File: config.mk
export PLATFORM = sky130hd
export DESIGN_NAME = usb_sie_config_xcvr_status
export DESIGN_NICKNAME = d
export VERILOG_FILES = /design/src/core/usb_cfg_pkg.sv /design/src/core/status_fifo_if.sv /design/src/core/usb_sie_config_xcvr_status.sv /design/src/core/xfer_status_fifo.sv
export SDC_FILE = /design/constraint.sdc
export NUM_CORES = 1
export LEC_CHECK = 0
export CAP_MARGIN = 40
export CORE_AREA = 2 2 90 110
export CTS_CLUSTER_DIAMETER = 150
export DETAILED_ROUTE_END_ITERATION = 10
export DIE_AREA = 0 0 92 112
export DONT_BUFFER_PORTS = 1
export PLACE_DENSITY = 0.56
export SKIP_CTS_REPAIR_TIMING = 1
export SLEW_MARGIN = 20
export SYNTH_ARGS = -nofsm -noshare
export SYNTH_HDL_FRONTEND = slang
export SYNTH_SLANG_ARGS = --single-unit
File: constraint.sdc
create_clock -name aclk -period 3 [get_ports aclk]
set_clock_uncertainty 0.2 [all_clocks]
set_input_delay 0.6 -clock aclk [delete_from_list [all_inputs] [get_ports aclk]]
set_output_delay 0.6 -clock aclk [all_outputs]
set_load 0.01 [all_outputs]
File: src/core/usb_cfg_pkg.sv
package usb_cfg_pkg;

  // register byte offsets on the AXI4-Lite slave
  localparam logic [3:0] cfg_offset     = 4'h0;
  localparam logic [3:0] ctrl_offset    = 4'h4;
  localparam logic [3:0] status_offset  = 4'h8;
  localparam logic [3:0] line_offset    = 4'hc;

  // usb_config_reg field positions
  localparam int eye_bit     = 7;
  localparam int oemon_bit   = 6;
  localparam int pullup_bit  = 4;
  localparam int xdis_bit    = 3;
  localparam int fs_bit      = 2;
  localparam int pp_lsb      = 0;
  localparam logic [7:0] cfg_reset   = 8'h00;
  localparam logic [7:0] cfg_wmask   = 8'hdf;

  // usb_control_reg: module enable bit, and done flag position in the status word
  localparam int enable_bit  = 3;
  localparam int done_bit    = 8;

  // xfer_status byte layout
  localparam int ep_lsb      = 3;
  localparam int dir_bit     = 2;
  localparam int ppi_bit     = 1;

  localparam int fifo_depth  = 4;

  typedef enum logic [1:0] {
    pp_off     = 2'b00,
    pp_ep0_out = 2'b01,
    pp_all     = 2'b10,
    pp_ep1_15  = 2'b11
  } pp_mode_t;

  // transmit pair encodings {plus, minus}
  localparam logic [1:0] tx_se0  = 2'b00;
  localparam logic [1:0] tx_zero = 2'b01;
  localparam logic [1:0] tx_one  = 2'b10;

  // received pair encodings {plus, minus}
  typedef enum logic [1:0] {
    rx_se0   = 2'b00,
    rx_low   = 2'b01,
    rx_full  = 2'b10,
    rx_error = 2'b11
  } rx_state_t;

  localparam logic [1:0] resp_okay   = 2'b00;
  localparam logic [1:0] resp_slverr = 2'b10;

endpackage

File: src/core/status_fifo_if.sv
`timescale 1ns/10ps
interface status_fifo_if;
  logic       push;
  logic [7:0] push_data;
  logic       pop;
  logic [7:0] head;
  logic       not_empty;
  logic       full;
  modport owner (output push, output push_data, output pop, input head, input not_empty, input full);
  modport store (input push, input push_data, input pop, output head, output not_empty, output full);
endinterface

File: src/core/usb_sie_config_xcvr_status.sv
// The placing of the registers and register access over AXI4-Lite were decided locally.
`timescale 1ns/10ps
module usb_sie_config_xcvr_status (
  // clock and reset
  input  wire logic        aclk,
  input  wire logic        aresetn,
  // axi4-lite write address
  input  wire logic [3:0]  s_axi_awaddr,
  input  wire logic        s_axi_awvalid,
  output logic             s_axi_awready,
  // axi4-lite write data
  input  wire logic [31:0] s_axi_wdata,
  input  wire logic [3:0]  s_axi_wstrb,
  input  wire logic        s_axi_wvalid,
  output logic             s_axi_wready,
  // axi4-lite write response
  output logic [1:0]       s_axi_bresp,
  output logic             s_axi_bvalid,
  input  wire logic        s_axi_bready,
  // axi4-lite read address
  input  wire logic [3:0]  s_axi_araddr,
  input  wire logic        s_axi_arvalid,
  output logic             s_axi_arready,
  // axi4-lite read data
  output logic [31:0]      s_axi_rdata,
  output logic [1:0]       s_axi_rresp,
  output logic             s_axi_rvalid,
  input  wire logic        s_axi_rready,
  // serial engine side
  input  wire logic        xfer_done,
  input  wire logic [3:0]  xfer_endpoint,
  input  wire logic        xfer_dir_in,
  input  wire logic        xfer_odd,
  input  wire logic        ep_request,
  output logic             ep_nak,
  input  wire logic        eng_tx_active,
  input  wire logic [1:0]  eng_tx_pair,
  output logic             rx_data,
  output logic [1:0]       rx_line_state,
  output logic             eng_enable,
  output logic             full_speed_sel,
  output logic [1:0]       pingpong_cfg,
  // external transceiver pins
  input  wire logic        line_plus_in,
  input  wire logic        line_minus_in,
  input  wire logic        diff_rx_in,
  output logic             drive_plus_out,
  output logic             drive_minus_out,
  output logic             ext_output_enable_n,
  // on-chip transceiver controls
  output logic             onchip_xcvr_en,
  output logic             onchip_tx_en,
  output logic [1:0]       onchip_tx_pair,
  output logic             pullup_dplus,
  output logic             pullup_dminus
);

  logic [7:0] usb_config_reg;
  logic       module_enable_bit;
  logic       eye_test_enable;
  logic       oe_monitor_enable;
  logic       pullup_enable;
  logic       xcvr_disable;
  logic       xfer_done_flag;

  // write channel capture
  logic        aw_held;
  logic        w_held;
  logic [3:0]  aw_addr;
  logic [31:0] w_data;
  logic [3:0]  w_strb;
  logic        wr_fire;
  logic        clear_done;
  logic        wr_cfg;
  logic        wr_ctrl;
  logic        wr_sts;
  logic        wr_bad;

  // read side
  logic [31:0] rd_word;
  logic        rd_bad;

  // pin synchronisers
  logic [2:0] pin_meta;
  logic [2:0] pin_sync;

  // transmit path
  logic       eye_phase;
  logic       tx_active;
  logic [1:0] tx_pair;
  logic       next_drive_plus;
  logic       next_drive_minus;

  status_fifo_if sq ();

  assign eye_test_enable   = usb_config_reg[usb_cfg_pkg::eye_bit];
  assign oe_monitor_enable = usb_config_reg[usb_cfg_pkg::oemon_bit];
  assign pullup_enable     = usb_config_reg[usb_cfg_pkg::pullup_bit];
  assign xcvr_disable      = usb_config_reg[usb_cfg_pkg::xdis_bit];
  assign full_speed_sel    = usb_config_reg[usb_cfg_pkg::fs_bit];
  assign pingpong_cfg      = usb_config_reg[usb_cfg_pkg::pp_lsb +: 2];
  assign eng_enable        = module_enable_bit;

  // ---------------- axi4-lite write ----------------
  assign s_axi_awready = !aw_held && !s_axi_bvalid;
  assign s_axi_wready  = !w_held && !s_axi_bvalid;
  assign wr_fire       = aw_held && w_held && !s_axi_bvalid;

  always_ff @(posedge aclk) begin
    if (!aresetn) begin
      aw_held <= 1'b0;
      aw_addr <= '0;
    end else if (s_axi_awvalid && s_axi_awready) begin
      aw_held <= 1'b1;
      aw_addr <= s_axi_awaddr;
    end else if (wr_fire) begin
      aw_held <= 1'b0;
    end
  end

  always_ff @(posedge aclk) begin
    if (!aresetn) begin
      w_held <= 1'b0;
      w_data <= '0;
      w_strb <= '0;
    end else if (s_axi_wvalid && s_axi_wready) begin
      w_held <= 1'b1;
      w_data <= s_axi_wdata;
      w_strb <= s_axi_wstrb;
    end else if (wr_fire) begin
      w_held <= 1'b0;
    end
  end

  always_ff @(posedge aclk) begin
    if (!aresetn) begin
      s_axi_bvalid <= 1'b0;
      s_axi_bresp  <= usb_cfg_pkg::resp_okay;
    end else if (wr_fire) begin
      s_axi_bvalid <= 1'b1;
      s_axi_bresp  <= wr_bad ? usb_cfg_pkg::resp_slverr : usb_cfg_pkg::resp_okay;
    end else if (s_axi_bready) begin
      s_axi_bvalid <= 1'b0;
    end
  end

  // write address decode; the read-only line word and anything unmapped are refused
  always_comb begin
    wr_cfg  = 1'b0;
    wr_ctrl = 1'b0;
    wr_sts  = 1'b0;
    wr_bad  = 1'b0;
    case (aw_addr)
      usb_cfg_pkg::cfg_offset: begin
        wr_cfg = 1'b1;
      end
      usb_cfg_pkg::ctrl_offset: begin
        wr_ctrl = 1'b1;
      end
      usb_cfg_pkg::status_offset: begin
        wr_sts = 1'b1;
      end
      default: begin
        wr_bad = 1'b1;
      end
    endcase
  end

  // unimplemented bit 5 is masked off on every write
  always_ff @(posedge aclk) begin
    if (!aresetn) begin
      usb_config_reg <= usb_cfg_pkg::cfg_reset;
    end else if (wr_fire && wr_cfg && w_strb[0]) begin
      usb_config_reg <= w_data[7:0] & usb_cfg_pkg::cfg_wmask;
    end
  end

  always_ff @(posedge aclk) begin
    if (!aresetn) begin
      module_enable_bit <= 1'b0;
    end else if (wr_fire && wr_ctrl && w_strb[0]) begin
      module_enable_bit <= w_data[usb_cfg_pkg::enable_bit];
    end
  end

  // writing zero to the done bit pops the queue; ignored while the module is off
  assign clear_done = wr_fire && wr_sts && w_strb[1] && module_enable_bit
                      && !w_data[usb_cfg_pkg::done_bit] && xfer_done_flag;

  // ---------------- status fifo ----------------
  assign sq.push      = xfer_done && module_enable_bit;
  assign sq.push_data = {1'b0, xfer_endpoint, xfer_dir_in, xfer_odd, 1'b0};
  assign sq.pop       = clear_done;
  // the flag mirrors the queue head, so a refill re-raises it at once
  assign xfer_done_flag = sq.not_empty;
  assign ep_nak       = ep_request && module_enable_bit && sq.full;

  xfer_status_fifo #(
    .depth (usb_cfg_pkg::fifo_depth)
  ) u_fifo (
    .aclk    (aclk),
    .aresetn (aresetn),
    .q       (sq)
  );

  // ---------------- axi4-lite read ----------------
  assign s_axi_arready = !s_axi_rvalid;

  // status byte only meaningful while the flag is up
  always_comb begin
    rd_word = '0;
    rd_bad  = 1'b0;
    case (s_axi_araddr)
      usb_cfg_pkg::cfg_offset:    rd_word = {24'h000000, usb_config_reg};
      usb_cfg_pkg::ctrl_offset:   rd_word = {28'h0000000, module_enable_bit, 3'h0};
      usb_cfg_pkg::status_offset: rd_word = {23'h000000, xfer_done_flag, xfer_done_flag ? sq.head : 8'h00};
      usb_cfg_pkg::line_offset:   rd_word = {29'h00000000, pin_sync[0], rx_line_state};
      default:                    rd_bad  = 1'b1;
    endcase
  end

  always_ff @(posedge aclk) begin
    if (!aresetn) begin
      s_axi_rvalid <= 1'b0;
      s_axi_rdata  <= '0;
      s_axi_rresp  <= usb_cfg_pkg::resp_okay;
    end else if (s_axi_arvalid && s_axi_arready) begin
      s_axi_rvalid <= 1'b1;
      s_axi_rdata  <= rd_word;
      s_axi_rresp  <= rd_bad ? usb_cfg_pkg::resp_slverr : usb_cfg_pkg::resp_okay;
    end else if (s_axi_rready) begin
      s_axi_rvalid <= 1'b0;
    end
  end

  // ---------------- receive path ----------------
  // {plus, minus, diff}; first stage feeds only the second
  always_ff @(posedge aclk) begin
    if (!aresetn) begin
      pin_meta <= '0;
      pin_sync <= '0;
    end else begin
      pin_meta <= {line_plus_in, line_minus_in, diff_rx_in};
      pin_sync <= pin_meta;
    end
  end

  // external pins only carry data when the transceiver is off-chip
  always_ff @(posedge aclk) begin
    if (!aresetn) begin
      rx_data       <= 1'b0;
      rx_line_state <= usb_cfg_pkg::rx_se0;
    end else if (module_enable_bit && xcvr_disable) begin
      rx_data       <= pin_sync[0];
      rx_line_state <= pin_sync[2:1];
    end
  end

  // ---------------- transmit path ----------------
  // eye test: low speed starts J (diff one), full speed starts K (diff zero)
  // phase rests at zero while idle so every run opens on the right symbol
  always_ff @(posedge aclk) begin
    if (!aresetn || !eye_test_enable || !module_enable_bit) begin
      eye_phase <= 1'b0;
    end else begin
      eye_phase <= !eye_phase;
    end
  end

  assign tx_active = module_enable_bit && (eye_test_enable || eng_tx_active);

  always_comb begin
    if (eye_test_enable) begin
      tx_pair = (eye_phase ^ full_speed_sel) ? usb_cfg_pkg::tx_zero : usb_cfg_pkg::tx_one;
    end else if (eng_tx_pair == 2'b11) begin
      tx_pair = usb_cfg_pkg::tx_se0;
    end else begin
      tx_pair = eng_tx_pair;
    end
  end

  assign next_drive_plus  = tx_active && xcvr_disable && tx_pair[1];
  assign next_drive_minus = tx_active && xcvr_disable && tx_pair[0] && !next_drive_plus;

  always_ff @(posedge aclk) begin
    if (!aresetn) begin
      drive_plus_out  <= 1'b0;
      drive_minus_out <= 1'b0;
    end else begin
      drive_plus_out  <= next_drive_plus;
      drive_minus_out <= next_drive_minus;
    end
  end

  // pin works when monitoring or when off-chip; otherwise held high
  always_ff @(posedge aclk) begin
    if (!aresetn) begin
      ext_output_enable_n <= 1'b1;
    end else begin
      ext_output_enable_n <= !(tx_active && (oe_monitor_enable || xcvr_disable));
    end
  end

  always_ff @(posedge aclk) begin
    if (!aresetn) begin
      onchip_tx_en   <= 1'b0;
      onchip_tx_pair <= usb_cfg_pkg::tx_se0;
    end else begin
      onchip_tx_en   <= tx_active && !xcvr_disable;
      onchip_tx_pair <= (tx_active && !xcvr_disable) ? tx_pair : usb_cfg_pkg::tx_se0;
    end
  end

  // ---------------- on-chip transceiver ----------------
  always_ff @(posedge aclk) begin
    if (!aresetn) begin
      onchip_xcvr_en <= 1'b0;
      pullup_dplus   <= 1'b0;
      pullup_dminus  <= 1'b0;
    end else begin
      onchip_xcvr_en <= module_enable_bit && !xcvr_disable;
      pullup_dplus   <= module_enable_bit && !xcvr_disable && pullup_enable && full_speed_sel;
      pullup_dminus  <= module_enable_bit && !xcvr_disable && pullup_enable && !full_speed_sel;
    end
  end

endmodule

File: src/core/xfer_status_fifo.sv
`timescale 1ns/10ps
module xfer_status_fifo #(
  parameter int depth = usb_cfg_pkg::fifo_depth
) (
  // clock and reset
  input  wire logic       aclk,
  input  wire logic       aresetn,
  // queue port
  status_fifo_if.store    q
);
  localparam int aw = $clog2(depth);

  logic [7:0]  mem [depth];
  logic [aw-1:0] rd_ptr;
  logic [aw-1:0] wr_ptr;
  logic [aw:0]   count;
  logic          do_push;
  logic          do_pop;

  // a push into a full queue is dropped unless a pop frees a slot in the same cycle
  assign do_push     = q.push && (!q.full || do_pop);
  assign do_pop      = q.pop && (count != '0);
  assign q.full      = (count == (aw+1)'(depth));
  assign q.not_empty = (count != '0);
  assign q.head      = mem[rd_ptr];

  always_ff @(posedge aclk) begin
    if (do_push) begin
      mem[wr_ptr] <= q.push_data;
    end
  end

  always_ff @(posedge aclk) begin
    if (!aresetn) begin
      rd_ptr <= '0;
      wr_ptr <= '0;
      count  <= '0;
    end else begin
      if (do_push) begin
        wr_ptr <= (wr_ptr == aw'(depth - 1)) ? '0 : wr_ptr + 1'b1;
      end
      if (do_pop) begin
        rd_ptr <= (rd_ptr == aw'(depth - 1)) ? '0 : rd_ptr + 1'b1;
      end
      count <= count + (aw+1)'(do_push) - (aw+1)'(do_pop);
    end
  end
endmodule

==> results.json, run 1 <==
{
  "run_status": "finished, final reports clean",
  "synthArstFlopShare_pct": 0,
  "h-tree-depth": 3,
  "grt_antenna_before_repair": 0,
  "synth_area_sq_um": 3630,
  "ctsLongestPathBuffers": 2,
  "dieHeight_um": 112,
  "rows": 39,
  "critPathRequiredTime_ps": 3020,
  "rsz0062_at_grt": "false",
  "drtAntennaViolNets": 0,
  "grt_pass1_vias": 2256,
  "period_needed_ps": 2810,
  "crit_type": "reg -> reg",
  "cts_tree": "done",
  "drive_gt1_share_pct": 9.55,
  "final.period_utilization_pct": 93.7,
  "nets": 423,
  "slew_headroom_pct": 65.2,
  "worst_slew_pin_slew_ps": 518,
  "synth_seq_cells": 89,
  "overflow": 0,
  "drt-wirelength-per-cell_um": 15.2,
  "clockRootBuffer": "clkbuf_16",
  "cp_slowest_cell": "or4_1",
  "synth.distinct_cells": 41,
  "yosysSeqAreaShare_pct": 55.7,
  "post_drt_via_cell_ratio": 4.81,
  "drtIter0Drc": 119,
  "cts_made_buffers": 9,
  "maxCapViolCount": 0,
  "drc": 0,
  "dr.pass1.iters": 4,
  "max_freq_ghz": 0.356,
  "finalWorstSetupSlack_ps": 190,
  "top_register": "u_fifo.mem",
  "largest_reg_flops": 24,
  "place_ws_ps": 209,
  "setup_viol": 0,
  "power.density_nw_per_um2": 642,
  "insertion_delay_ps": 330,
  "worstSetupEndpointType": "flop",
  "grt_pass1_wl_um": 11800,
  "clk_pin_slew_ps": 60,
  "reg.largest.list": "u_fifo.mem: 24 flops, s_axi_rdata: 9 flops, w_data: 8 flops",
  "setup_tns_ps": 0,
  "area_growth_pct": 9.79,
  "hold_class": "in -> reg",
  "die_area_sq_um": 10300,
  "synthCells": 353,
  "cts.sinks": 89,
  "hold_viol_final": 0,
  "multi_input_area_sq_um": 1400,
  "io_pins": 123,
  "ir_worst_vdd_uv": 297,
  "crit_path_start_kind": "flop",
  "final-max-slew-violation-count": 0,
  "synth_flop_cell": "dfxtp_1",
  "die_w_um": 92,
  "cpPeakStageDelay_ps": 660,
  "gr-usage-all-layers_pct": 14.9,
  "ff_latch_area_sq_um": 2020,
  "path_cells": "or2_4 > or4_1 > or3_1 > fa_1 > xnor2_1 > xnor2_1 > nor2_1",
  "syn_area_per_cell_sq_um": 10.3,
  "vias": 2303,
  "crit_arrival_ps": 2830,
  "hpwl_um": 5330,
  "core_area_sq_um": 9270,
  "synth-edff-count": 24,
  "fin_hold_ws_ps": 160,
  "crit_top_cell": "xnor2_1",
  "portBuffers": 0,
  "p_leak_uw": 0.00147,
  "place_congestion": 0.736,
  "diodes": 0,
  "worst-path-max-fanout": 7,
  "fillers": 914,
  "ys_warn_count": 0,
  "grt_max_degree": 35,
  "start_util_pct": 39.1,
  "wl_um": 7280
}
critical path, delay by kind of cell (launching register included):
family / cells / cell delay (ps)
simple gates: 4 / 1420
flops: 1 / 310
xor+xnor: 2 / 330
fa+ha+maj: 1 / 430
cell usage in the layout, fill, tap and decap left out, types with 2 or more instances in the layout:
master	synthesis	final
ha_1	6	6
a22o_1	3	3
nand3_1	13	13
xnor2_1	3	3
o21ai_0	17	17
clkbuf_16	0	10
nor2_1	26	26
clkinvlp_4	0	2
or3_1	3	3
edfxtp_1	24	24
dfxtp_1	65	65
buf_4	27	6
nor2b_1	3	3
nand2_1	44	44
mux4_2	6	6
mux2i_1	7	7
a22oi_1	2	2
and2_1	17	17
a221oi_1	3	3
conb_1	1	25
nor3_1	5	5
a21oi_1	28	28
and3_1	2	2
nand2b_1	5	5
inv_1	9	9
nand4b_1	2	2
final timing paths:
| path | start | endpoint | slack (ps) | cells after the start |
|---|---|---|---|---|
| worst max register to register | aw_addr[0] | u_fifo.count[2] | 190 | 7 |
| worst min register to register | pin_meta[2] | pin_sync[2] | 240 | 1 |
| worst min-delay path | xfer_endpoint[1] | u_fifo.mem[2][3] | 160 | 0 |
| worst max-delay path | aw_addr[0] | u_fifo.count[2] | 190 | 7 |
cells by family (layout without fill, tap and decap cells):
family | Yosys count | in the layout | synth area share (%)
adders and majority gates | 7 | 7 | 2.62
other | 1 | 25 | 0.103
muxes | 13 | 13 | 5.66
AOI/OAI and AO/OA | 58 | 58 | 9.17
and+or+nand+nor | 129 | 129 | 17.7
DFF | 89 | 89 | 55.7
buffers and inverters | 53 | 32 | 8.31
xor gates and xnor gates | 3 | 3 | 0.724
synthesized netlist by cell type, drive strengths merged, types with 2 or more instances:
master	number	share of area (%)
a21oi	29	4.1
a221oi	3	0.72
a22o	3	0.72
a22oi	2	0.41
and2	17	2.9
and3	2	0.34
buf	27	5.6
clkbuf	16	1.7
dfxtp	65	36
edfxtp	24	20
ha	6	2.1
inv	9	0.93
mux2i	7	1.9
mux4	6	3.7
nand2	44	4.6
nand2b	5	0.86
nand3	13	1.8
nand3b	2	0.76
nand4b	2	0.48
nor2	26	2.7
nor2b	3	0.52
nor3	5	0.69
nor4	2	0.34
o21ai	17	2.3
or3	3	0.52
or4	2	0.52
xnor2	3	0.72
routing by layer:
layer | vias to the layer above | GRT usage (%) | wire length (um)
li1 | 1156 | - | -
met1 | 1075 | 17.7 | 3130
met2 | 66 | 24.9 | 3520
met3 | 6 | 6.36 | 555
met4 | 0 | 4.18 | 68
met5 | - | 0 | 0
metrics by stage:
stage	total power [uW]	util, %	cell area (sq um)	cells
finish	2560	43.0	3980	479
global placement	1400	39.5	3660	463
detailed placement	1400	39.5	3660	463
floorplan	1410	-	3720	377
CTS	2590	43.0	3980	479
global route	2660	43.0	3980	479
power by group:
group	leakage, uW	internal (uW)	switching, uW	total [uW]
combinational	0.000568	31.9	65.3	97.2
sequential	0.000744	1260	18.8	1270
clock	0.000153	721	465	1190
total	0.00147	2010	550	2560
layout make-up:
cell class              count  share of cell area (%)
repair buffers              6                    1.13
clock buffers              11                    6.63
multi-input cells         235                    35.2
clock inverters             5                    1.51
well taps                 123                    3.86
flip-flops and latches     89                    50.8
inverters                  10                   0.942
No activity file was read; power rests on OpenSTA's default activity.
==> inputs of run 2 (changes only) <==
--- a/config.mk
+++ b/config.mk
@@ -12,6 +12,7 @@
 export DIE_AREA = 0 0 92 112
 export DONT_BUFFER_PORTS = 1
 export PLACE_DENSITY = 0.56
+export REMOVE_ABC_BUFFERS = 1
 export SKIP_CTS_REPAIR_TIMING = 1
 export SLEW_MARGIN = 20
 export SYNTH_ARGS = -nofsm -noshare
==> run 2 against run 1 <==
Net effect: die area did not move; via count rose by 0.30%; power rose by 5.1%; fmax rose by 0.55%; core utilization rose by 0.38 points; hold slack got worse by 3.4 ps; cell count fell by 0.21%; clock power rose by 11%; sequential share of layout area fell by 0.44 points; non-clock buffer count fell by 1; critical endpoint is now u_fifo.count[1].
==> results.json, run 2 (synthesis gave the netlist of run 1 again) <==
{
  "run_status": "finished, final reports clean",
  "insertion_delay_ps": 340,
  "portBuffers": 0,
  "final.period_utilization_pct": 93.2,
  "p_leak_uw": 0.00149,
  "nets": 422,
  "post_drt_via_cell_ratio": 4.83,
  "period_needed_ps": 2790,
  "die_area_sq_um": 10300,
  "core_area_sq_um": 9270,
  "largest_reg_flops": 24,
  "setup_viol": 0,
  "reg.largest.list": "u_fifo.mem: 24 flops, s_axi_rdata: 9 flops, w_data: 8 flops",
  "hold_viol_final": 0,
  "rr_startpoint": "s_axi_bvalid",
  "rr_worst_depth": 7,
  "start_util_pct": 39.1,
  "crit_arrival_ps": 2830,
  "cts_made_buffers": 9,
  "final-max-slew-violation-count": 0,
  "max_freq_ghz": 0.358,
  "placedCellCount": 462,
  "die_w_um": 92,
  "dr.pass1.iters": 4,
  "grt_antenna_before_repair": 0,
  "ctsLongestPathBuffers": 2,
  "grt_pass1_wl_um": 11400,
  "worstSetupEndpointType": "flop",
  "area_growth_pct": 10.8,
  "cts.sinks": 89,
  "overflow": 0,
  "worstReg2RegEnd": "u_fifo.count[1]",
  "dieHeight_um": 112,
  "design_area_sq_um": 4020,
  "drc": 0,
  "ir_worst_vdd_uv": 234,
  "path_buf_inv": 0,
  "cp.depth": 7,
  "clockRootBuffer": "clkbuf_16",
  "crit_type": "reg -> reg",
  "drtIter0Drc": 95,
  "path_cells": "nand3b_4 > or4_1 > or3_1 > nand2_1 > ha_1 > fa_1 > and2_1",
  "layout.cells.non_filler": 478,
  "hold_class": "in -> reg",
  "io_pins": 123,
  "final_cell_mix": "dfxtp_1, nand2_1, a21oi_1",
  "rows": 39,
  "hpwl_um": 5040,
  "wl_um": 6990,
  "critPathRequiredTime_ps": 3030,
  "drtAntennaViolNets": 0,
  "cpPeakStageDelay_ps": 630,
  "grt_max_degree": 35,
  "r2r_slack_ps": 210,
  "diodes": 0,
  "clk_pin_slew_ps": 60,
  "drt-wirelength-per-cell_um": 14.6,
  "power.density_nw_per_um2": 669,
  "gr-usage-all-layers_pct": 14.3,
  "cp-endpoint": "u_fifo.count[1]",
  "final_common_cell": "dfxtp_1",
  "cp_top_family": "simple AND/OR/NAND/NOR gates",
  "rsz0062_at_grt": "false",
  "critPathLaunch": "s_axi_bvalid",
  "h-tree-depth": 3,
  "cts_tree": "done",
  "grt_pass1_vias": 2274,
  "maxCapViolCount": 0,
  "worst-path-max-fanout": 7,
  "drive_gt1_share_pct": 9.30,
  "top_register": "u_fifo.mem",
  "cp_slowest_cell": "or4_1",
  "vias": 2310,
  "place_congestion": 0.684,
  "setup_tns_ps": 0,
  "hold_path_depth": 0,
  "dpl-instance-area_sq_um": 3650,
  "crit_path_start_kind": "flop"
}
## run 2: worst min-delay path by stage
| stage | start | end |
|---|---|---|
| global placement | eye_phase | eye_phase |
| floorplan | pin_meta[0] | pin_sync[0] |
| CTS | xfer_dir_in | u_fifo.mem[2][1] |
| finish | xfer_dir_in | u_fifo.mem[2][1] |
| detailed placement | pin_meta[2] | pin_sync[2] |
| global route | xfer_dir_in | u_fifo.mem[2][1] |
## run 2: layer usage
layer  GRT usage (%)  up-vias  routed length [um]
li1                -     1158                   -
met1            17.2     1071                2970
met2            22.6       74                3370
met3            5.89        7                 549
met4            6.27        0                  93
met5               0        -                   0
## run 2: cell type report
| class | instances | area (sq um) |
|---|---|---|
| Fill cell | 902 | 5250 |
| Sequential cell | 89 | 2020 |
| Multi-Input combinational cell | 235 | 1400 |
| Clock buffer | 12 | 289 |
| Tap cell | 123 | 154 |
| Clock inverter | 4 | 77.6 |
| Timing Repair Buffer | 5 | 37.5 |
| Inverter | 10 | 37.5 |
## run 2: metrics by stage
step | util, % | hold slack, ps | worst slack [ps] | power [uW]
3_3_place_gp | 39.4 | 229 | 241 | 1390
3_5_place_dp | 39.4 | 226 | 193 | 1400
4_1_cts | 43.3 | 144 | 187 | 2720
6_report | 43.3 | 157 | 205 | 2690
2_1_floorplan | - | 212 | 364 | 1370
5_1_grt | 43.3 | 138 | 94.1 | 2780
## run 2: where the power goes
part / internal [uW] / total, uW / switching, uW
logic: 31.3 / 94.1 / 62.7
clock network: 858 / 1320 / 462
registers: 1260 / 1280 / 19.7
==> inputs of run 3 (changes only) <==
==> constraint.sdc (replaced) <==
create_clock -name aclk -period 3 [get_ports aclk]
set_clock_uncertainty 0.2 [all_clocks]
set_input_delay 0.6 -clock aclk [delete_from_list [all_inputs] [get_ports aclk]]
set_output_delay 0.6 -clock aclk [all_outputs]
set_load 0.05 [all_outputs]
==> run 3 against run 2 <==
Net effect: power decreased by 5.0%; hold slack gained 1.4 ps; cell count rose by 0.63%; fmax increased by 0.28%; critical endpoint unchanged.
==> results.json, run 3 (synthesis gave the netlist of run 1 again) <==
{
  "wl_um": 6960,
  "cpPeakStageDelay_ps": 650,
  "start_util_pct": 39.1,
  "worst-path-max-fanout": 7,
  "maxCapViolCount": 0,
  "hold_path_depth": 0,
  "ff_latch_area_sq_um": 2020,
  "portBuffers": 0,
  "clockRootBuffer": "clkbuf_16",
  "nets": 425,
  "path_buf_inv": 0,
  "r2r_slack_ps": 210,
  "drc": 0,
  "path_cells": "or2_4 > or4_1 > or3_1 > nand2_1 > ha_1 > fa_1 > and2_1",
  "setup_viol": 0,
  "worstReg2RegEnd": "u_fifo.count[1]",
  "design_area_sq_um": 3980,
  "reg.largest.list": "u_fifo.mem: 24 flops, s_axi_rdata: 9 flops, w_data: 8 flops",
  "dieHeight_um": 112,
  "grt_max_degree": 35,
  "power.density_nw_per_um2": 642,
  "rr_worst_depth": 7,
  "hpwl_um": 5040,
  "worstSetupEndpointType": "flop",
  "cts.sinks": 89,
  "rsz0062_at_grt": "false",
  "setup_tns_ps": 0,
  "ir_worst_vdd_uv": 227,
  "drt-wirelength-per-cell_um": 14.5,
  "final-max-slew-violation-count": 0,
  "drtAntennaViolNets": 0,
  "overflow": 0,
  "area_growth_pct": 9.59,
  "die_area_sq_um": 10300,
  "drive_gt1_share_pct": 10.1,
  "hold_end": "u_fifo.mem[0][3]",
  "critPathRequiredTime_ps": 3030,
  "gr-usage-all-layers_pct": 13.9,
  "dpl-instance-area_sq_um": 3670,
  "worst_slew_pin_slew_ps": 685,
  "vias": 2330,
  "final_common_cell": "dfxtp_1",
  "die_w_um": 92,
  "slew_headroom_pct": 54.3,
  "hp-start": "xfer_endpoint[1]",
  "diodes": 0,
  "crit_path_start_kind": "flop",
  "cts_tree": "done",
  "period_needed_ps": 2790,
  "cts_made_buffers": 9,
  "post_drt_via_cell_ratio": 4.84,
  "grt_antenna_before_repair": 0,
  "crit_type": "reg -> reg",
  "ctsLongestPathBuffers": 2,
  "core_area_sq_um": 9270,
  "io_pins": 123,
  "final.period_utilization_pct": 92.9,
  "grt_pass1_vias": 2133,
  "cp_top_family": "simple AND/OR/NAND/NOR gates",
  "hold_class": "in -> reg",
  "grt_pass1_wl_um": 11000,
  "crit_arrival_ps": 2820,
  "rr_startpoint": "aw_addr[0]",
  "h-tree-depth": 3,
  "multi_input_area_sq_um": 1400,
  "run_status": "finished, final reports clean",
  "insertion_delay_ps": 340,
  "final_cell_mix": "dfxtp_1, nand2_1, a21oi_1",
  "drtIter0Drc": 99,
  "top_register": "u_fifo.mem",
  "fin_hold_ws_ps": 158,
  "p_leak_uw": 0.00147,
  "fillers": 911,
  "place_congestion": 0.687,
  "largest_reg_flops": 24,
  "rows": 39,
  "dr.pass1.iters": 4,
  "hold_viol_final": 0,
  "cp_slowest_cell": "or4_1",
  "clk_pin_slew_ps": 60,
  "max_freq_ghz": 0.359
}
[run 3: cell types whose count changed in the layout (fill, tap and decap cells not counted)]
cell	previous run	this run
buf_4	5	8
bufinv_16	2	0
clkbuf_16	11	10
clkbuf_8	1	2
clkinv_2	0	3
inv_6	1	0
[run 3: worst max path at each step]
stage	startpoint	end	slack [ps]	depth (start not counted)
3_5_place_dp	aw_addr[0]	u_fifo.count[1]	220	7
4_1_cts	aw_addr[0]	u_fifo.count[1]	210	7
3_3_place_gp	aw_addr[0]	u_fifo.count[1]	270	7
2_1_floorplan	eng_enable	u_fifo.count[2]	120	7
6_report	aw_addr[0]	u_fifo.count[1]	210	7
5_1_grt	aw_addr[0]	u_fifo.count[1]	120	7
[run 3: metrics by stage]
stage,setup slack (ps),util (%),std cells,power (uW)
2_1_floorplan,121,-,334,1460
3_3_place_gp,269,39.6,465,1480
3_5_place_dp,218,39.6,465,1480
4_1_cts,205,42.9,481,2590
5_1_grt,124,42.9,481,2650
6_report,213,42.9,481,2550
[run 3: layout make-up]
| cell class | instances | area share (%) |
|---|---|---|
| clock buffers | 12 | 6.99 |
| clock inverters | 4 | 0.598 |
| inverters | 10 | 0.944 |
| multi-input cells | 235 | 35.2 |
| flip-flops and latches | 89 | 50.8 |
| well taps | 123 | 3.87 |
| repair buffers | 8 | 1.51 |
[run 3: layer usage]
metal	GRT usage, %	vias up	share of wire (%)	wire (um)
met5	0	-	0	0
met3	4.19	9	7.8	540
li1	-	1167	-	-
met1	17.7	1073	44	3040
met4	6.87	0	2.0	139
met2	21.4	81	47	3240
[run 3: power by group]
| group | switching, uW | leakage, uW | internal, uW |
|---|---|---|---|
| combinational | 133 | 0.000577 | 35.9 |
| sequential | 32.0 | 0.000744 | 1260 |
| clock | 443 | 0.000153 | 654 |
